--- config.mk ---
export PLATFORM = sky130hd
export DESIGN_NAME = uart_line_modem_status
export DESIGN_NICKNAME = d
export VERILOG_FILES = /design/src/design/uart_lms_pkg.sv /design/src/design/uart_line_modem_status.sv
export VERILOG_INCLUDE_DIRS = /design/src /design/src/design
export SDC_FILE = /design/constraint.sdc
export NUM_CORES = 1
export LEC_CHECK = 0
export ABC_AREA = 1
export BUFFER_PORTS_ARGS = -buffer_cell sky130_fd_sc_hd__buf_2
export CORE_AREA = 4 4 196 198
export CTS_BUF_LIST = sky130_fd_sc_hd__clkbuf_4
export DETAILED_ROUTE_END_ITERATION = 7
export DIE_AREA = 0 0 200 202
export GPL_TIMING_DRIVEN = 1
export PLACE_DENSITY_LB_ADDON = 0.3
export SLEW_MARGIN = 25
export SYNTH_ARGS = -nofsm -noshare
export SYNTH_HDL_FRONTEND = slang
export SYNTH_SLANG_ARGS = --single-unit
--- constraint.sdc ---
create_clock -name clock -period 4.5 [get_ports clock]
set_clock_uncertainty 0.2 [all_clocks]
set_input_delay 0.675 -clock clock [delete_from_list [all_inputs] [get_ports clock]]
set_output_delay 0.675 -clock clock [all_outputs]
set_load 0.01 [all_outputs]
--- src/design/uart_lms_defs.svh ---
// register indices, field positions, reset values and counts of the status block
// ==========================================================
`ifndef UART_LMS_DEFS_SVH
`define UART_LMS_DEFS_SVH
`define IDX_DATA	4'h0
`define IDX_IER		4'h1
`define IDX_FCR		4'h2
`define IDX_LCR		4'h3
`define IDX_MCR		4'h4
`define IDX_LSR		4'h5
`define IDX_MSR		4'h6
`define IDX_DIV		4'h8
`define LCR_PEN		3
`define LCR_EPS		4
`define LCR_STICK	5
`define LCR_SETBRK	6
`define MCR_DTR		0
`define MCR_RTS		1
`define MCR_USER_OUTPUT_1	2
`define MCR_INTERRUPT_GATE_OUTPUT	3
`define MCR_LOOP	4
`define DIV_RST		16'h000a
`define LCR_RST		8'h03
`define FIFO_DEPTH	5'h10
`endif

--- src/design/uart_lms_pkg.sv ---
// types shared by the line and modem status block
package uart_lms_pkg;
	typedef struct packed
	{
		logic		read;
		logic		write;
		logic [5:0]	address;
		logic [3:0]	byteenable;
		logic [31:0]	writedata;
	} avs_req_s;
	typedef struct packed
	{
		logic	ctsN;
		logic	dsrN;
		logic	riN;
		logic	dcdN;
	} modem_in_s;
	typedef struct packed
	{
		logic		brk;
		logic		frm;
		logic		par;
		logic [7:0]	data;
	} rx_entry_s;
	typedef enum logic [2:0] {RX_IDLE, RX_START, RX_DATA, RX_PAR, RX_STOP, RX_BRKWAIT} rx_state_e;
endpackage

--- src/design/uart_line_modem_status.sv ---
// serial port status block: receive/transmit path, line status and modem status
`timescale 1ns/10ps
`include "uart_lms_defs.svh"
module uart_line_modem_status
(
	input	logic			clock,
	input	logic			rst_n,
	input	uart_lms_pkg::avs_req_s	avsReq,
	output	logic [31:0]		avsReaddata,
	output	logic			avsWaitrequest,
	input	logic			rxSerialIn,
	output	logic			txSerialOut,
	input	uart_lms_pkg::modem_in_s	modemIn,
	output	logic			terminalReadyOutN,
	output	logic			requestToSendOutN,
	output	logic			irqOut,
	output	logic			irqDriveN
);
	import uart_lms_pkg::*;

	function automatic logic parity_of(input logic [7:0] d, input logic [7:0] lcr);
		parity_of = lcr[`LCR_STICK] ? ~lcr[`LCR_EPS] : (lcr[`LCR_EPS] ? ^d : ~^d);
	endfunction

	function automatic logic [7:0] wl_mask(input logic [1:0] l);
		wl_mask = 8'hff >> (2'd3 - l);
	endfunction

	// ==========================================================
	// synchronisers
	logic [1:0]	rxSync_r;
	modem_in_s	mSync1_r;
	modem_in_s	mSync2_r;
	always_ff @(posedge clock or negedge rst_n)
	begin
		if (!rst_n)
		begin
			rxSync_r <= 2'h3;
			mSync1_r <= 4'hf;
			mSync2_r <= 4'hf;
		end
		else
		begin
			rxSync_r <= {rxSync_r[0], rxSerialIn};
			mSync1_r <= modemIn;
			mSync2_r <= mSync1_r;
		end
	end

	// ==========================================================
	// avalon slave: one wait cycle per access
	logic		ack_r;
	logic [3:0]	ier_r;
	logic		fifoMode_r;
	logic [7:0]	lcr_r;
	logic [4:0]	mcr_r;
	logic [15:0]	div_r;
	logic [15:0]	rdVal;
	logic [7:0]	lsrVal;
	logic [7:0]	msrVal;
	logic [3:0]	idx;
	logic		rdDone;
	logic		wrDone;
	logic [7:0]	wd;
	logic		loop;
	assign idx = avsReq.address[5:2];
	assign avsWaitrequest = (avsReq.read | avsReq.write) & ~ack_r;
	assign rdDone = avsReq.read & ack_r;
	assign wrDone = avsReq.write & ack_r & avsReq.byteenable[0];
	assign wd = avsReq.writedata[7:0];
	assign loop = mcr_r[`MCR_LOOP];

	logic		fcrWr;
	logic		lsrRead;
	logic		msrRead;
	assign fcrWr = wrDone & (idx == `IDX_FCR);
	assign lsrRead = rdDone & (idx == `IDX_LSR);
	assign msrRead = rdDone & (idx == `IDX_MSR);

	logic [3:0]	rxRp_r;
	rx_entry_s	rxMem [16];
	always_comb
	begin
		rdVal = 16'h0000;
		unique case (idx)
			`IDX_DATA:	rdVal = {8'h00, rxMem[rxRp_r].data};
			`IDX_IER:	rdVal = {12'h000, ier_r};
			`IDX_FCR:	rdVal = {15'h0000, fifoMode_r};
			`IDX_LCR:	rdVal = {8'h00, lcr_r};
			`IDX_MCR:	rdVal = {11'h000, mcr_r};
			`IDX_LSR:	rdVal = {8'h00, lsrVal};
			`IDX_MSR:	rdVal = {8'h00, msrVal};
			`IDX_DIV:	rdVal = div_r;
			default:	rdVal = 16'h0000;
		endcase
	end

	always_ff @(posedge clock or negedge rst_n)
	begin
		if (!rst_n)
		begin
			ack_r <= 1'b0;
			avsReaddata <= 32'h00000000;
		end
		else
		begin
			ack_r <= (avsReq.read | avsReq.write) & ~ack_r;
			if (avsReq.read & ~ack_r)
				avsReaddata <= {16'h0000, rdVal};
		end
	end

	// status registers stay read-only; writes there are dropped
	always_ff @(posedge clock or negedge rst_n)
	begin
		if (!rst_n)
		begin
			ier_r <= 4'h0;
			fifoMode_r <= 1'b0;
			lcr_r <= `LCR_RST;
			mcr_r <= 5'h00;
			div_r <= `DIV_RST;
		end
		else if (wrDone)
		begin
			unique case (idx)
				`IDX_IER:	ier_r <= wd[3:0];
				`IDX_FCR:	fifoMode_r <= wd[0];
				`IDX_LCR:	lcr_r <= wd;
				`IDX_MCR:	mcr_r <= wd[4:0];
				`IDX_DIV:
				begin
					div_r[7:0] <= wd;
					if (avsReq.byteenable[1])
						div_r[15:8] <= avsReq.writedata[15:8];
				end
				default:	ier_r <= ier_r;
			endcase
		end
	end

	// ==========================================================
	// transmitter: holding register or fifo, then shift register
	logic [7:0]	txMem [16];
	logic [3:0]	txWp_r;
	logic [3:0]	txRp_r;
	logic [4:0]	txCnt_r;
	logic [11:0]	txSh_r;
	logic [3:0]	txLeft_r;
	logic [15:0]	txTim_r;
	logic [4:0]	lim;
	logic [3:0]	wordLen;
	logic		txPush;
	logic		txLoad;
	logic		txLine;
	logic [7:0]	txD;
	logic [11:0]	txFrame;
	logic [15:0]	bitT;
	logic [15:0]	half;
	assign lim = fifoMode_r ? `FIFO_DEPTH : 5'h01;
	assign wordLen = 4'd5 + {2'b00, lcr_r[1:0]};
	assign bitT = div_r - 16'h0001;
	assign half = {1'b0, div_r[15:1]};
	assign txPush = wrDone & (idx == `IDX_DATA) & (txCnt_r != lim);
	assign txLoad = (txLeft_r == 4'h0) & (txCnt_r != 5'h00);
	assign txLine = (txLeft_r != 4'h0) ? txSh_r[0] : 1'b1;
	assign txD = txMem[txRp_r] & wl_mask(lcr_r[1:0]);

	always_comb
	begin
		txFrame = {4'hf, txD | ~wl_mask(lcr_r[1:0])};
		if (lcr_r[`LCR_PEN])
			txFrame[wordLen] = parity_of(txD, lcr_r);
	end

	always_ff @(posedge clock)
	begin
		if (txPush)
			txMem[txWp_r] <= wd;
	end

	always_ff @(posedge clock or negedge rst_n)
	begin
		if (!rst_n)
		begin
			txWp_r <= 4'h0;
			txRp_r <= 4'h0;
			txCnt_r <= 5'h00;
		end
		else if (fcrWr & (wd[2] | (wd[0] != fifoMode_r)))
		begin
			txWp_r <= 4'h0;
			txRp_r <= 4'h0;
			txCnt_r <= 5'h00;
		end
		else
		begin
			if (txPush)
				txWp_r <= txWp_r + 4'h1;
			if (txLoad)
				txRp_r <= txRp_r + 4'h1;
			txCnt_r <= txCnt_r + {4'h0, txPush} - {4'h0, txLoad};
		end
	end

	always_ff @(posedge clock or negedge rst_n)
	begin
		if (!rst_n)
		begin
			txSh_r <= 12'hfff;
			txLeft_r <= 4'h0;
			txTim_r <= 16'h0000;
		end
		else if (txLoad)
		begin
			txSh_r <= {txFrame[10:0], 1'b0};
			txLeft_r <= wordLen + 4'd2 + {3'h0, lcr_r[`LCR_PEN]};
			txTim_r <= bitT;
		end
		else if (txLeft_r != 4'h0)
		begin
			if (txTim_r == 16'h0000)
			begin
				txSh_r <= {1'b1, txSh_r[11:1]};
				txLeft_r <= txLeft_r - 4'h1;
				txTim_r <= bitT;
			end
			else
				txTim_r <= txTim_r - 16'h0001;
		end
	end

	// ==========================================================
	// receiver
	rx_state_e	rxSt_r;
	logic [15:0]	rxTim_r;
	logic [3:0]	rxBit_r;
	logic [7:0]	rxSh_r;
	logic		rxPar_r;
	logic		rxZero_r;
	logic		rxDone_r;
	rx_entry_s	rxEnt_r;
	rx_entry_s	rxEnt;
	logic		rxLine;
	logic		rxTick;
	logic [7:0]	rxAl;
	// loopback feeds the receiver from the shift register, not the pin
	assign rxLine = loop ? txLine : rxSync_r[1];
	assign rxTick = rxTim_r == 16'h0000;
	assign rxAl = rxSh_r >> (4'd8 - wordLen);

	always_comb
	begin
		rxEnt.brk = rxZero_r & ~rxLine;
		rxEnt.frm = ~rxLine & ~rxEnt.brk;
		rxEnt.par = lcr_r[`LCR_PEN] & ~rxEnt.brk & (rxPar_r != parity_of(rxAl, lcr_r));
		rxEnt.data = rxEnt.brk ? 8'h00 : rxAl;
	end

	always_ff @(posedge clock or negedge rst_n)
	begin
		if (!rst_n)
		begin
			rxSt_r <= RX_IDLE;
			rxTim_r <= 16'h0000;
			rxBit_r <= 4'h0;
			rxSh_r <= 8'h00;
			rxPar_r <= 1'b0;
			rxZero_r <= 1'b0;
		end
		else
		begin
			if (!rxTick)
				rxTim_r <= rxTim_r - 16'h0001;
			unique case (rxSt_r)
				RX_IDLE:
					if (!rxLine)
					begin
						rxTim_r <= half;
						rxSt_r <= RX_START;
					end
				RX_START:
					if (rxTick)
					begin
						rxTim_r <= bitT;
						rxBit_r <= 4'h0;
						rxZero_r <= 1'b1;
						rxSt_r <= rxLine ? RX_IDLE : RX_DATA;
					end
				RX_DATA:
					if (rxTick)
					begin
						rxSh_r <= {rxLine, rxSh_r[7:1]};
						rxZero_r <= rxZero_r & ~rxLine;
						rxBit_r <= rxBit_r + 4'h1;
						rxTim_r <= bitT;
						if (rxBit_r == wordLen - 4'h1)
							rxSt_r <= lcr_r[`LCR_PEN] ? RX_PAR : RX_STOP;
					end
				RX_PAR:
					if (rxTick)
					begin
						rxPar_r <= rxLine;
						rxZero_r <= rxZero_r & ~rxLine;
						rxTim_r <= bitT;
						rxSt_r <= RX_STOP;
					end
				RX_STOP:
					if (rxTick)
					begin
						if (rxEnt.brk)
						begin
							rxTim_r <= half;
							rxSt_r <= RX_BRKWAIT;
						end
						else if (!rxLine)
						begin
							// bad stop doubles as start bit; go straight to data
							rxTim_r <= bitT;
							rxBit_r <= 4'h0;
							rxZero_r <= 1'b1;
							rxSt_r <= RX_DATA;
						end
						else
							rxSt_r <= RX_IDLE;
					end
				RX_BRKWAIT:
					if (!rxLine)
						rxTim_r <= half;
					else if (rxTick)
						rxSt_r <= RX_IDLE;
			endcase
		end
	end

	always_ff @(posedge clock or negedge rst_n)
	begin
		if (!rst_n)
		begin
			rxDone_r <= 1'b0;
			rxEnt_r <= '0;
		end
		else
		begin
			rxDone_r <= (rxSt_r == RX_STOP) & rxTick;
			rxEnt_r <= rxEnt;
		end
	end

	// ==========================================================
	// receive buffer: depth one without fifo, sixteen with
	logic [3:0]	rxWp_r;
	logic [4:0]	rxCnt_r;
	logic [4:0]	rxErrCnt_r;
	logic		rxFull;
	logic		rxPush;
	logic		rxOvwr;
	logic		rxOvr;
	logic		rxPop;
	logic		pushErr;
	logic		headErr;
	assign rxFull = rxCnt_r == lim;
	assign rxPush = rxDone_r & ~rxFull;
	assign rxOvwr = rxDone_r & rxFull & ~fifoMode_r;
	assign rxOvr = rxDone_r & rxFull;
	assign rxPop = rdDone & (idx == `IDX_DATA) & (rxCnt_r != 5'h00);
	assign pushErr = rxEnt_r.brk | rxEnt_r.frm | rxEnt_r.par;
	assign headErr = rxMem[rxRp_r].brk | rxMem[rxRp_r].frm | rxMem[rxRp_r].par;

	always_ff @(posedge clock)
	begin
		if (rxPush)
			rxMem[rxWp_r] <= rxEnt_r;
		else if (rxOvwr)
			rxMem[rxRp_r] <= rxEnt_r;
	end

	always_ff @(posedge clock or negedge rst_n)
	begin
		if (!rst_n)
		begin
			rxWp_r <= 4'h0;
			rxRp_r <= 4'h0;
			rxCnt_r <= 5'h00;
			rxErrCnt_r <= 5'h00;
		end
		else if (fcrWr & (wd[1] | (wd[0] != fifoMode_r)))
		begin
			rxWp_r <= 4'h0;
			rxRp_r <= 4'h0;
			rxCnt_r <= 5'h00;
			rxErrCnt_r <= 5'h00;
		end
		else
		begin
			if (rxPush)
				rxWp_r <= rxWp_r + 4'h1;
			if (rxPop)
				rxRp_r <= rxRp_r + 4'h1;
			rxCnt_r <= rxCnt_r + {4'h0, rxPush} - {4'h0, rxPop};
			rxErrCnt_r <= rxErrCnt_r + {4'h0, rxPush & pushErr} - {4'h0, rxPop & headErr};
		end
	end

	// ==========================================================
	// line status flags; a set in the clearing cycle wins
	logic		oe_r;
	logic		pe_r;
	logic		fe_r;
	logic		bi_r;
	logic		headNew;
	logic		headNext;
	rx_entry_s	nxtHead;
	assign headNew = (rxPush & ((rxCnt_r == 5'h00) | (rxPop & (rxCnt_r == 5'h01)))) | rxOvwr;
	assign headNext = rxPop & (rxCnt_r > 5'h01);
	assign nxtHead = rxMem[rxRp_r + 4'h1];

	always_ff @(posedge clock or negedge rst_n)
	begin
		if (!rst_n)
		begin
			oe_r <= 1'b0;
			pe_r <= 1'b0;
			fe_r <= 1'b0;
			bi_r <= 1'b0;
		end
		else
		begin
			oe_r <= (oe_r & ~lsrRead) | rxOvr;
			// errors surface as their character reaches the head
			pe_r <= (pe_r & ~lsrRead) | (headNew & rxEnt_r.par) | (headNext & nxtHead.par);
			fe_r <= (fe_r & ~lsrRead) | (headNew & rxEnt_r.frm) | (headNext & nxtHead.frm);
			bi_r <= (bi_r & ~lsrRead) | (headNew & rxEnt_r.brk) | (headNext & nxtHead.brk);
		end
	end

	logic	tx_holding_empty;
	logic	transmitter_idle;
	assign tx_holding_empty = txCnt_r == 5'h00;
	assign transmitter_idle = tx_holding_empty & (txLeft_r == 4'h0);
	assign lsrVal = {fifoMode_r & (rxErrCnt_r != 5'h00), transmitter_idle, tx_holding_empty, bi_r, fe_r, pe_r, oe_r,
		rxCnt_r != 5'h00};

	// ==========================================================
	// modem status; internal levels active high
	logic [3:0]	mAct;
	logic [3:0]	mPrev_r;
	logic [3:0]	delta_r;
	logic [3:0]	deltaSet;
	always_comb
	begin
		if (loop)
			mAct = {mcr_r[`MCR_RTS], mcr_r[`MCR_DTR], mcr_r[`MCR_USER_OUTPUT_1], mcr_r[`MCR_INTERRUPT_GATE_OUTPUT]};
		else
			mAct = ~mSync2_r;
	end
	assign deltaSet = {mAct[0] ^ mPrev_r[0], mPrev_r[1] & ~mAct[1], mAct[2] ^ mPrev_r[2],
		mAct[3] ^ mPrev_r[3]};
	assign msrVal = {mAct[0], mAct[1], mAct[2], mAct[3], delta_r};

	always_ff @(posedge clock or negedge rst_n)
	begin
		if (!rst_n)
		begin
			mPrev_r <= 4'h0;
			delta_r <= 4'h0;
		end
		else
		begin
			mPrev_r <= mAct;
			delta_r <= (delta_r & ~{4{msrRead}}) | deltaSet;
		end
	end

	// ==========================================================
	// pins and interrupt
	logic	irq;
	assign irq = (ier_r[0] & lsrVal[0]) | (ier_r[1] & tx_holding_empty)
		| (ier_r[2] & (oe_r | pe_r | fe_r | bi_r))
		| (ier_r[3] & (delta_r != 4'h0));

	always_ff @(posedge clock or negedge rst_n)
	begin
		if (!rst_n)
		begin
			txSerialOut <= 1'b1;
			terminalReadyOutN <= 1'b1;
			requestToSendOutN <= 1'b1;
			irqOut <= 1'b0;
			irqDriveN <= 1'b1;
		end
		else
		begin
			txSerialOut <= loop | (~lcr_r[`LCR_SETBRK] & txLine);
			terminalReadyOutN <= loop | ~mcr_r[`MCR_DTR];
			requestToSendOutN <= loop | ~mcr_r[`MCR_RTS];
			irqOut <= irq;
			irqDriveN <= ~mcr_r[`MCR_INTERRUPT_GATE_OUTPUT];
		end
	end
endmodule

## After elaboration in Yosys (flattened, before gate mapping)

Memories as Yosys holds them, arrays and structs flattened.
Cells that the tools add are included.

- Bits in registers: 186
- Memory bits (writable): 304
- Input port bits: 51
- Output and inout bits: 38
- Word-level logic and storage cells: 315
- Memories kept: 2

Memories:

| name | words | bits a word | rd ports | clocked after Yosys merged registers in | wr ports | line | RTL |
|---|---|---|---|---|---|---|---|
| rxMem | 16 | 11 | 2 | 0 | 1 | uart_line_modem_status.sv:81 | `rx_entry_s rxMem [16];` |
| txMem | 16 | 8 | 1 | 0 | 1 | uart_line_modem_status.sv:144 | `logic [7:0] txMem [16];` |

- Add/sub/neg operators: 21
- Order comparisons: 3
- Equal/unequal tests: 29
- Shifts and indexed selects: 2
- Mux-type cells: 75
- Bitwise logic cells: 93
- Reduce and logical (&&, ||, !) cells: 41

Operators by type and width:

| operator | number |
|---|---|
| 2-to-1 mux 16 bit | 9 |
| case mux 16 bit (8 select lines) | 1 |
| 2-to-1 mux 4 bit | 18 |
| case mux 16 bit (3 select lines) | 1 |
| subtractor 16 x 1 -> 16 bit (second input constant) | 3 |
| AND 1 bit | 46 |
| 2-to-1 mux 12 bit | 3 |
| zero test 16 bit | 2 |
| 2-to-1 mux 3 bit | 10 |
| bitwise OR 1 bit | 25 |
| 2-to-1 mux 11 bit | 2 |
| adder 4 x 1 -> 4 bit (second input constant) | 5 |
| 2-to-1 mux 1 bit | 20 |
| 2-to-1 mux 5 bit | 4 |
| != test 2 bit (second input constant) | 10 |
| case mux 3 bit (6 select lines) | 1 |
| AND reduction 2 bit | 8 |
| XNOR reduction 8 bit | 2 |
| XOR reduction 8 bit | 2 |
| adder 5 x 1 -> 5 bit | 3 |
| nonzero test 5 bit | 3 |
| subtractor 5 x 1 -> 5 bit | 3 |
| bitwise mux 12 bit | 1 |
| == test 4 x 3 -> 1 bit (second input constant) | 3 |
| 49 further kinds | 79 |

## Logic depth before layout (Yosys ltp)

Gate-level depths: netlist of run 1.

- Depth after elaboration: 10
- Gate-level depth with buffers: 23
- Depth with buffers taken out: 21

## Worst setup path after synthesis of run 1

No wires, ideal clock.

- Path type: register to register
- Start: register rxRp_r[0]
- End: register rxErrCnt_r[4]
- Setup time: 0.132 ns
- Data arrival time: 3.003 ns
- Data required time: 4.168 ns
- Slack: 1.166 ns
- Cell stages (with the launch flop): 22
- Buffers on the path: 3
- Period minus slack after synthesis: 3.334 ns
- Path through: dfrtp_1 clkbuf_1 inv_2 clkbuf_1 clkbuf_1 nor4_1 nor3_1 nor2_1 o31ai_1 a31oi_1 nor3_1 ha_1 inv_1 ha_1 inv_1 fa_1 inv_1 nand2_1 a21oi_1 nor2_1 xor2_1 nor2_1

- Word-level cells in the longest chain between the ends: 6

RTL lines:

| element | line | RTL |
|---|---|---|
| start: declaration | uart_line_modem_status.sv:80 | `logic [3:0] rxRp_r;` |
| start signal: assignment | uart_line_modem_status.sv:399 | `rxRp_r <= rxRp_r + 4'h1;` |
| memory (16 x 11 bit) * | n/a |  |
| bitwise OR 1 bit | uart_line_modem_status.sv:368 | `assign headErr = rxMem[rxRp_r].brk \| rxMem[rxRp_r].frm \| rxMem[rxRp_r].par;` |
| bitwise OR 1 bit * | uart_line_modem_status.sv:368 |  |
| AND 1 bit * | uart_line_modem_status.sv:401 | `rxErrCnt_r <= rxErrCnt_r + {4'h0, rxPush & pushErr} - {4'h0, rxPop & headErr};` |
| subtractor 5 x 1 -> 5 bit * | uart_line_modem_status.sv:401 |  |
| 2-to-1 mux 5 bit * | uart_line_modem_status.sv:387 | `else if (fcrWr & (wd[1] \| (wd[0] != fifoMode_r)))` |
| end signal: assignment | uart_line_modem_status.sv:401 |  |
| end: declaration | uart_line_modem_status.sv:354 | `logic [4:0] rxErrCnt_r;` |

Every way passes the cells marked *; elsewhere a longest branch is shown, timed or not.
A chain may end at the register's enable or synchronous reset.

## Worst setup path after layout of run 1

- Start: register rxRp_r[1]
- End: register rxErrCnt_r[4]

The elaborated chain is that of the path after synthesis.

==> results of run 1 <==
-- synth_stat cells (33+ instances only) --
cell	instances	area, um^2
edfxtp_1	304	9130
o21ai_0	252	1260
inv_1	218	818
o22ai_1	40	250
nor2_1	233	875
a21oi_1	85	425
xor2_1	33	289
ha_1	43	538
nand3_1	142	711
clkbuf_1	60	225
nand2_1	504	1890
dfrtp_1	156	3900
-- power breakdown --
group	internal, mW	leakage, nW	switching [mW]
sequential	5.01	4.69	0.298
combinational	0.811	4.76	1.68
clock	1.98	0.958	1.79
total	7.80	10.4	3.77
-- stage by stage --
step	instances	cell area [um^2]	power (mW)	worst slack [ns]	hold slack [ns]
after global routing	3108	25800	12.3	0.429	0.0273
after floorplan	2414	23400	7.08	1.17	0.145
after CTS	3105	25700	11.6	0.734	0.00558
after global placement	2866	24000	7.69	0.908	0.147
final	3108	25800	11.6	0.670	0.0864
after detailed placement	2866	24000	7.82	0.766	0.147
-- logic make-up after synthesis --
logic type / Yosys count
simple gates: 969
fa+ha+maj: 46
compound gates: 490
flops: 490
other cells: 1
buf+inv: 340
mux: 13
xor+xnor: 50
-- area by class of cell --
type | count | area (um^2)
fill | 2639 | 10800
antenna | 3 | 7.51
sequential | 490 | 13800
timing repair buffer | 109 | 738
clock inverter | 40 | 234
multi-input combinational | 1584 | 8120
inverter | 231 | 870
clock buffer | 183 | 1370
tap | 468 | 586
-- worst max-delay path, delay by kind of cell (launching register included) --
kind | cells | cell delay, ns
simple gates | 6 | 0.81
xor+xnor | 1 | 0.13
buf+inv | 4 | 0.66
compound gates | 3 | 0.38
flops | 1 | 0.74
fa+ha+maj | 3 | 0.78
-- final timing paths --
| kind | startpoint | end | depth (start not counted) |
|---|---|---|---|
| max | rxRp_r[1]$_DFFE_PN0P_ | rxErrCnt_r[4]$_DFF_PN0_ | 17 |
| min | avsReq[1] | div_r[1]$_DFFE_PN1P_ | 3 |
| max reg2reg | rxRp_r[1]$_DFFE_PN0P_ | rxErrCnt_r[4]$_DFF_PN0_ | 17 |
| min reg2reg | rxSync_r[0]$_DFF_PN1_ | rxSync_r[1]$_DFF_PN1_ | 0 |
| max in group asynchronous | rst_n | lcr_r[0]$_DFFE_PN1P_ | 3 |
| min in group asynchronous | rst_n | txTim_r[13]$_DFFE_PN0P_ | 2 |
-- state kept, by name, summed over array words and instances (netlist names), 11 cells and up --
register	count
txTim_r	16
rxMem	176
txSh_r	12
avsReaddata	16
rxEnt_r	11
txMem	128
div_r	16
rxTim_r	16
-- layer usage --
metal | vias up | wire length [um]
li1 | 8569 | -
met1 | 8834 | 23400
met2 | 956 | 27200
met3 | 145 | 5800
met4 | 0 | 1780
met5 | - | 0
-- what timing repair did --
item                      in CTS  in global routing
hold endpoints to repair     112                  0
hold buffers                  16                  0
resized for setup              0                  0
==> flow_summary.ini, run 1 <==
[place]
dp.final_hpwl_mm = 38.5
numPortBuffers = 52
place_congestion = 0.956

[yosys]
yosys.area_share.adder = 0.0256
synth-simple-area-share = 0.174
synth-xor-area-share = 0.0188
synth_compound_area_frac = 0.121
synth_top_family_by_area = simple AND/OR/NAND/NOR gates
synth_edf_count = 304
netlist_area_mm2 = 0.0233
ys.flop_type = edfxtp_1
synthCells = 2399
synth-seq-cells = 490
async_reset_ff_frac = 0.380
avgSynthCellArea_um2 = 9.72
synth.area.mux_share = 0.00612
synth_warnings = 0
synth_seq_area_share = 0.593
ys_types = 65

[floorplan]
dieHeight_um = 202
ios = 89
die_area_mm2 = 0.0404
initial_core_util = 0.639
placementRows = 70
core_area_mm2 = 0.0365
dieWidth_um = 200

[timing]
fin_crit_sh = 0.851
rsz0062_at_grt = false
finalCriticalPeriod_ns = 3.83
tns_ns = 0
setup_viol = 0
worst_pin_slew_ns = 0.956
clock.fmax_mhz = 261
finalHoldViolCount = 0
timing.slew.headroom = 0.360
drv_slew = 0

[clocking]
path_clk_slew_ns = 0.06
h-tree-depth = 3
cts_root_buf = clkbuf_4
clock_latency_ns = 0.83
postCtsSetupBuffers = 0
cts_tree = built
clock_path_buffers = 3
cts_buffers = 118
cts_sinks = 490

[global_route]
grt_pass1_vias = 18200
use_met3 = 0.0702
track_usage = 0.289
overflow = 0
met1_usage = 0.394
grt_pass1_wl_mm = 93.2
grt.busiest_layer = met2
antenna_found_initial = 2
grt_max_degree = 120
grt_util_met2 = 0.452

[critical_path]
slowest_stage = dfrtp_1
cp-end-kind = flip-flop
cp_common_cell = inv_1
crit_chain = inv_1, nor3_1, nor2_1, o31ai_1, a31oi_1, nor3_1, ha_1, inv_1, ha_1, inv_1, fa_1, inv_1, nand2_1, a21oi_1, nor2_1, xor2_1, nor2_1
slowest_delay_ns = 0.74
r2r_setup_slack_ns = 0.67
critical_path_class = flip-flop to flip-flop
cp_data_required_time_ns = 4.98
cp.arrival_ns = 4.31
cp_max_fo = 15
start_kind = flip-flop

[detailed_routing]
antenna_left = 0
via_per_inst = 5.95
dr.pass1.iters = 6
totalWireLength_mm = 58.1
wl_per_cell_um = 18.7
drc = 0
drt-initial-drc-count = 1708
num_vias = 18500

[outcome]
outcome = finished clean

[pwr]
p_leak_nw = 10.4
p_per_area_mw_per_mm2 = 449
ir_drop_uv = 273

[final_layout]
area_growth_pct = 10.4
drive_gt1_frac = 0.141
fin_util = 0.705
fin_nets = 2631
layout_common_cells = nand2_1, edfxtp_1, o21ai_0
layout_commonest_cell = nand2_1

[job]
maxCapViolCount = 0

[worst_hold_path]
hp-class = input port to flip-flop
Note: power is estimated with default switching activity, not from simulation.
==> run 2: changes to the inputs <==
- RECOVER_POWER: unset -> 100
- TNS_END_PERCENT: unset -> 30
==> run 2 against run 1 <==
Compared with the run above:
- the run now ends with capacitance limit, slew limit left
- first-iteration DRC count rose by 7.6%
- count of clock-buffer cells in the layout did not move
- total power barely moved
- flip-flop and latch count did not move
- final area fell by 0.66%
- combinational power barely moved
- critical path type unchanged
- largest cell class unchanged
==> flow_summary.ini, run 2 (synthesis gave the netlist of run 1 again) <==
[clocking]
cts_tree = built
h-tree-depth = 3
path_clk_slew_ns = 0.09
clock_path_buffers = 3
cts_buffers = 118
cts_sinks = 490
cts_resized = 0
postCtsHoldBufs = 16
cts_root_buf = clkbuf_4
clock_latency_ns = 0.83
postCtsSetupBuffers = 0

[global_route]
grt_max_degree = 120
grt_pass1_vias = 18200
track_usage = 0.289
overflow = 0
grt_pass1_wl_mm = 93.2
antenna_found_initial = 2

[outcome]
outcome = complete, but fails checks
violations = capacitance limit, slew limit

[critical_path]
cp_data_required_time_ns = 5.03
cp_max_fo = 26
critical_path_class = flip-flop to flip-flop
crit_chain = inv_1, ha_1, nand2_1, nor2_1, nor2_1, nand2_1, o21ai_2, clkinv_1, clkbuf_1, nor2_1, clkbuf_1, a221oi_1, or2_2, a21oi_1, o21ai_0
cp.arrival_ns = 4.51
start_kind = flip-flop
cp-end-kind = flip-flop
slowest_delay_ns = 0.63
slowest_stage = clkbuf_1
cp_common_cell = nor2_1

[pwr]
pwr-share-clk = 0.327
netSwitchingPower_mw = 3.77
swShare = 0.326
finalPower_mw = 11.6
p_int_mw = 7.79
p_leak_nw = 10.2
ir_drop_uv = 269
seqPwrFrac = 0.459
comb_power_share = 0.214
p_per_area_mw_per_mm2 = 452

[final_layout]
seq_area_mm2 = 0.0138
fin_area_mm2 = 0.0256
area_growth_pct = 9.69
top_register = rxMem
drive_gt1_frac = 0.117
fill_cells = 2692
instances_no_fill = 3108
layout_common_cells = nand2_1, edfxtp_1, o21ai_0
multi_input_area_mm2 = 0.00809
fin_nets = 2631
top_regs = rxMem: 176 flops, txMem: 128 flops
largest_reg_flops = 176
layout_commonest_cell = nand2_1

[job]
maxCapViolCount = 1

[timing]
drv_slew = 120
tns_ns = 0
fin_crit_sh = 0.885
timing.slew.headroom = -1.04
setup_viol = 0
finalHoldViolCount = 0
worst_pin_slew_ns = 3.06
clock.fmax_mhz = 251
rsz0062_at_grt = false
finalCriticalPeriod_ns = 3.98

[detailed_routing]
antenna_left = 0
num_vias = 18500
drc = 0
totalWireLength_mm = 58.2
via_per_inst = 5.96
drt-initial-drc-count = 1838
dr.pass1.iters = 6
wl_per_cell_um = 18.7

[floorplan]
dieHeight_um = 202
initial_core_util = 0.639
dieWidth_um = 200
ios = 89
placementRows = 70
core_area_mm2 = 0.0365
die_area_mm2 = 0.0404

[worst_hold_path]
hp-class = input port to flip-flop

[place]
place_inst = 2866
place_area_mm2 = 0.0240
place_congestion = 0.956
dp.final_hpwl_mm = 38.5
numPortBuffers = 52
-- run 2: cell count changes in the layout (fill, tap and decap cells not counted), sizes merged --
cell | before | now
buf | 93 | 34
clkbuf | 183 | 242
-- run 2: cell type report --
class,count,area share
antenna,3,0.000293
clock buffer,183,0.0537
clock inverter,40,0.00915
inverter,231,0.0340
multi-input combinational,1584,0.316
sequential,490,0.540
tap,468,0.0229
timing repair buffer,109,0.0235
-- run 2: path summary, 6_finish.rpt --
path | start | end | slack, ns | depth (start not counted)
worst min register to register | rxSync_r[0]$_DFF_PN1_ | rxSync_r[1]$_DFF_PN1_ | 0.16 | 0
max in group asynchronous | rst_n | rxRp_r[0]$_DFFE_PN0P_ | 0.92 | 3
min in group asynchronous | rst_n | txTim_r[13]$_DFFE_PN0P_ | 1.14 | 2
worst max register to register | txLeft_r[0]$_DFFE_PN0P_ | rxTim_r[5]$_DFF_PN0_ | 0.52 | 15
worst max-delay path | txLeft_r[0]$_DFFE_PN0P_ | rxTim_r[5]$_DFF_PN0_ | 0.52 | 15
worst min-delay path | avsReq[43] | avsReaddata[0]$_DFFE_PN0P_ | 0.16 | 4
-- run 2: power by group through the flow --
stage	sequential, mW	combinational, mW	clock [mW]
after global routing	5.33	2.79	4.12
after detailed placement	5.39	2.43	0
after floorplan	5.25	1.83	0
after CTS	5.30	2.45	3.83
after global placement	5.38	2.31	0
final	5.31	2.48	3.78
-- run 2: worst max-delay path, delay by kind of cell (launching register included) --
kind | cells | cell delay (ns)
adders and majority gates | 1 | 0.21
buffers and inverters | 4 | 1.35
DFF | 1 | 0.36
and+or+nand+nor | 6 | 1.10
AOI/OAI and AO/OA | 4 | 0.66
-- run 2: metrics by stage --
step	worst slack (ns)	util	hold WS (ns)
CTS	0.734	0.705	0.00558
finish	0.516	0.701	0.157
detailed placement	0.766	0.657	0.147
floorplan	1.17	-	0.145
global placement	0.908	0.656	0.147
global route	0.215	0.701	0.132
-- run 2: routing by layer --
metal	wire, um	track usage	up-vias	part of all wire
li1	-	-	8566	-
met1	23500	0.394	8861	0.40
met2	27300	0.452	935	0.47
met3	5540	0.0702	155	0.095
met4	1930	0.112	0	0.033
met5	0	0	-	0
==> run 3: changes to the inputs <==
- ABC_AREA: 1 -> 0
- CORE_AREA: 4 4 196 198 -> 4 4 193 195
- DIE_AREA: 0 0 200 202 -> 0 0 197 199
==> run 3 against run 2 <==
Compared with the run above:
- the flow still finishes with violations (capacitance limit, slew limit)
- routed wire length down 8.7%
- fmax shrank 1.2%
- sequential share of layout area up 1.2 points
- die area decreased by 3.0%
- count of clock-buffer cells in the layout shrank 2
- hold slack got worse by 0.035 ns
- final cell count is 23% lower
- synthesized cell count fell by 30%
- combinational power rose by 16%
- sequential power is 5.5% higher
- flip-flop and latch count stayed put
==> flow_summary.ini, run 3 <==
[critical_path]
cp.arrival_ns = 4.49
cp-end-kind = flip-flop
critPathLaunch = rxRp_r[0]$_DFFE_PN0P_
endpoint = rxErrCnt_r[4]$_DFF_PN0_
r2r_setup_slack_ns = 0.47
start_kind = flip-flop
critical_path_class = flip-flop to flip-flop
cp_max_fo = 34
reg2reg_depth = 15
cp_data_required_time_ns = 4.96
regToRegEndpoint = rxErrCnt_r[4]$_DFF_PN0_
reg2reg_from = rxRp_r[0]$_DFFE_PN0P_

[yosys]
synth_warnings = 0
synthCells = 1682
async_reset_ff_frac = 0.380
synth_seq_area_share = 0.611
synth_edf_count = 304
synth_commonest_cells = edfxtp_1, dfrtp_1, nor2_1
avgSynthCellArea_um2 = 13.4
synth-seq-cells = 490
synth_area_leaders = edfxtp_1, dfrtp_1, mux4_2
ys.flop_type = edfxtp_1
ys_types = 71
netlist_area_mm2 = 0.0226
synth_top_area_frac = 0.404
synth_most_common_cell = edfxtp_1
synth_area_leader_cell = edfxtp_1

[global_route]
overflow = 0
use_met3 = 0.0510
grt_max_degree = 117
grt.busiest_layer = met2
grt_pass1_wl_mm = 84.2
grt_util_met2 = 0.446
track_usage = 0.279
antenna_found_initial = 3
grt_pass1_vias = 15100
met1_usage = 0.381

[clocking]
cts_buffers = 121
h-tree-depth = 3
postCtsHoldBufs = 19
cts_root_buf = clkbuf_4
postCtsSetupBuffers = 0
cts_sinks = 490
cts_resized = 0
cts_tree = built
path_clk_slew_ns = 0.07
clock_path_buffers = 3
clock_latency_ns = 0.84

[worst_hold_path]
hp-class = input port to flip-flop
min_from = avsReq[43]

[pwr]
netSwitchingPower_mw = 3.90
p_per_area_mw_per_mm2 = 487
comb_power_share = 0.237
p_int_mw = 8.27
pwr-share-clk = 0.303
ir_drop_uv = 370
swShare = 0.320
seqPwrFrac = 0.460
p_leak_nw = 9.56

[detailed_routing]
wl_per_cell_um = 22.1
num_vias = 14900
antenna_left = 0
drc = 0
totalWireLength_mm = 53.2
drt-initial-drc-count = 1614
via_per_inst = 6.22
dr.pass1.iters = 6

[place]
place_ws_ns = 0.592
place_inst = 2151
dp.final_hpwl_mm = 34.9
place_congestion = 0.919
numPortBuffers = 52

[final_layout]
area_growth_pct = 10.6
largest_reg_flops = 176
fill_cells = 2452
fin_util = 0.707
seq_area_mm2 = 0.0138
top_register = rxMem
drive_gt1_frac = 0.191
fin_nets = 1929
layout_common_cells = edfxtp_1, clkbuf_4, dfrtp_1
top_regs = rxMem: 176 flops, txMem: 128 flops
layout_commonest_cell = edfxtp_1
instances_no_fill = 2402
multi_input_area_mm2 = 0.00818

[timing]
tns_ns = 0
drv_slew = 57
clock.fmax_mhz = 248
fin_ws_ns = 0.468
finalCriticalPeriod_ns = 4.03
fin_crit_sh = 0.896
rsz0062_at_grt = false
worst_pin_slew_ns = 2.37
timing.slew.headroom = -0.578
hold_ws_ns = 0.122
setup_viol = 0
finalHoldViolCount = 0

[floorplan]
die_area_mm2 = 0.0392
initial_core_util = 0.639
core_area_mm2 = 0.0354
dieHeight_um = 199
dieWidth_um = 197
placementRows = 69
ios = 89

[outcome]
outcome = complete, but fails checks
violations = capacitance limit, slew limit

[job]
maxCapViolCount = 2
[run 3: cell types whose count changed in the layout (fill, tap and decap cells not counted), sizes merged, moves of 15 or more]
cell,delta
o21ai,-176
nor2b,+20
xnor2,+26
o22ai,-31
mux2i,+29
and2,+24
a22o,+23
mux4,+84
nor2,-119
nand3,-113
o211ai,-15
inv,-162
mux2,+34
nand2,-393
[run 3: logic make-up after synthesis]
kind of cell	count (synthesis)	share of synthesized area
xor+xnor	73	0.0295
fa+ha+maj	46	0.0264
mux	160	0.120
flops	490	0.611
other cells	1	0.000166
compound gates	310	0.0887
simple gates	445	0.0942
buf+inv	157	0.0302
[run 3: power by group through the flow]
stage                     clock network, mW  logic (mW)  registers [mW]
after floorplan                           0        2.31            5.43
after global placement                    0        2.75            5.65
after detailed placement                  0        2.86            5.67
after CTS                              3.77        2.89            5.59
after global routing                   4.04        3.21            5.64
final                                  3.69        2.88            5.60
[run 3: how the worst min path moves through the flow]
| stage | to | cells after the start |
|---|---|---|
| 2_1_floorplan | mSync2_r[0]$_DFF_PN1_ | 0 |
| 3_3_place_gp | mSync2_r[0]$_DFF_PN1_ | 0 |
| 3_5_place_dp | mSync2_r[0]$_DFF_PN1_ | 0 |
| 4_1_cts | txMem[3][7]$_DFFE_PP_ | 1 |
| 5_1_grt | delta_r[1]$_DFF_PN0_ | 4 |
| 6_report | delta_r[1]$_DFF_PN0_ | 4 |
[run 3: stage by stage]
stage	total power, mW	area [um^2]
after floorplan	7.74	22700
after global placement	8.41	23400
after detailed placement	8.53	23400
after CTS	12.3	25200
after global routing	12.9	25000
final	12.2	25000
[run 3: worst max-delay path, cell delays in order, from the launching register on]
cell and delay (ns):
dfrtp_1 1.13, nor4_1 0.21, a21oi_1 0.25, a21oi_1 0.13, mux4_2 0.49, nor2_1 0.13
ha_1 0.24, inv_1 0.05, ha_1 0.15, inv_1 0.05, fa_1 0.40, inv_1 0.07
a21oi_1 0.05, nor2_1 0.11, or3_1 0.12, a21oi_1 0.06
[run 3: layout make-up]
cell class / count / area share
antenna: 2 / 0.000200
clock buffer: 181 / 0.0543
clock inverter: 49 / 0.00900
inverter: 60 / 0.00900
multi-input combinational: 1050 / 0.327
sequential: 490 / 0.552
tap: 461 / 0.0231
timing repair buffer: 109 / 0.0254
[run 3: layer usage]
layer,wire (um),vias to the layer above
li1,-,6727
met1,21000,7413
met2,26000,661
met3,4080,144
met4,2100,0
met5,0,-
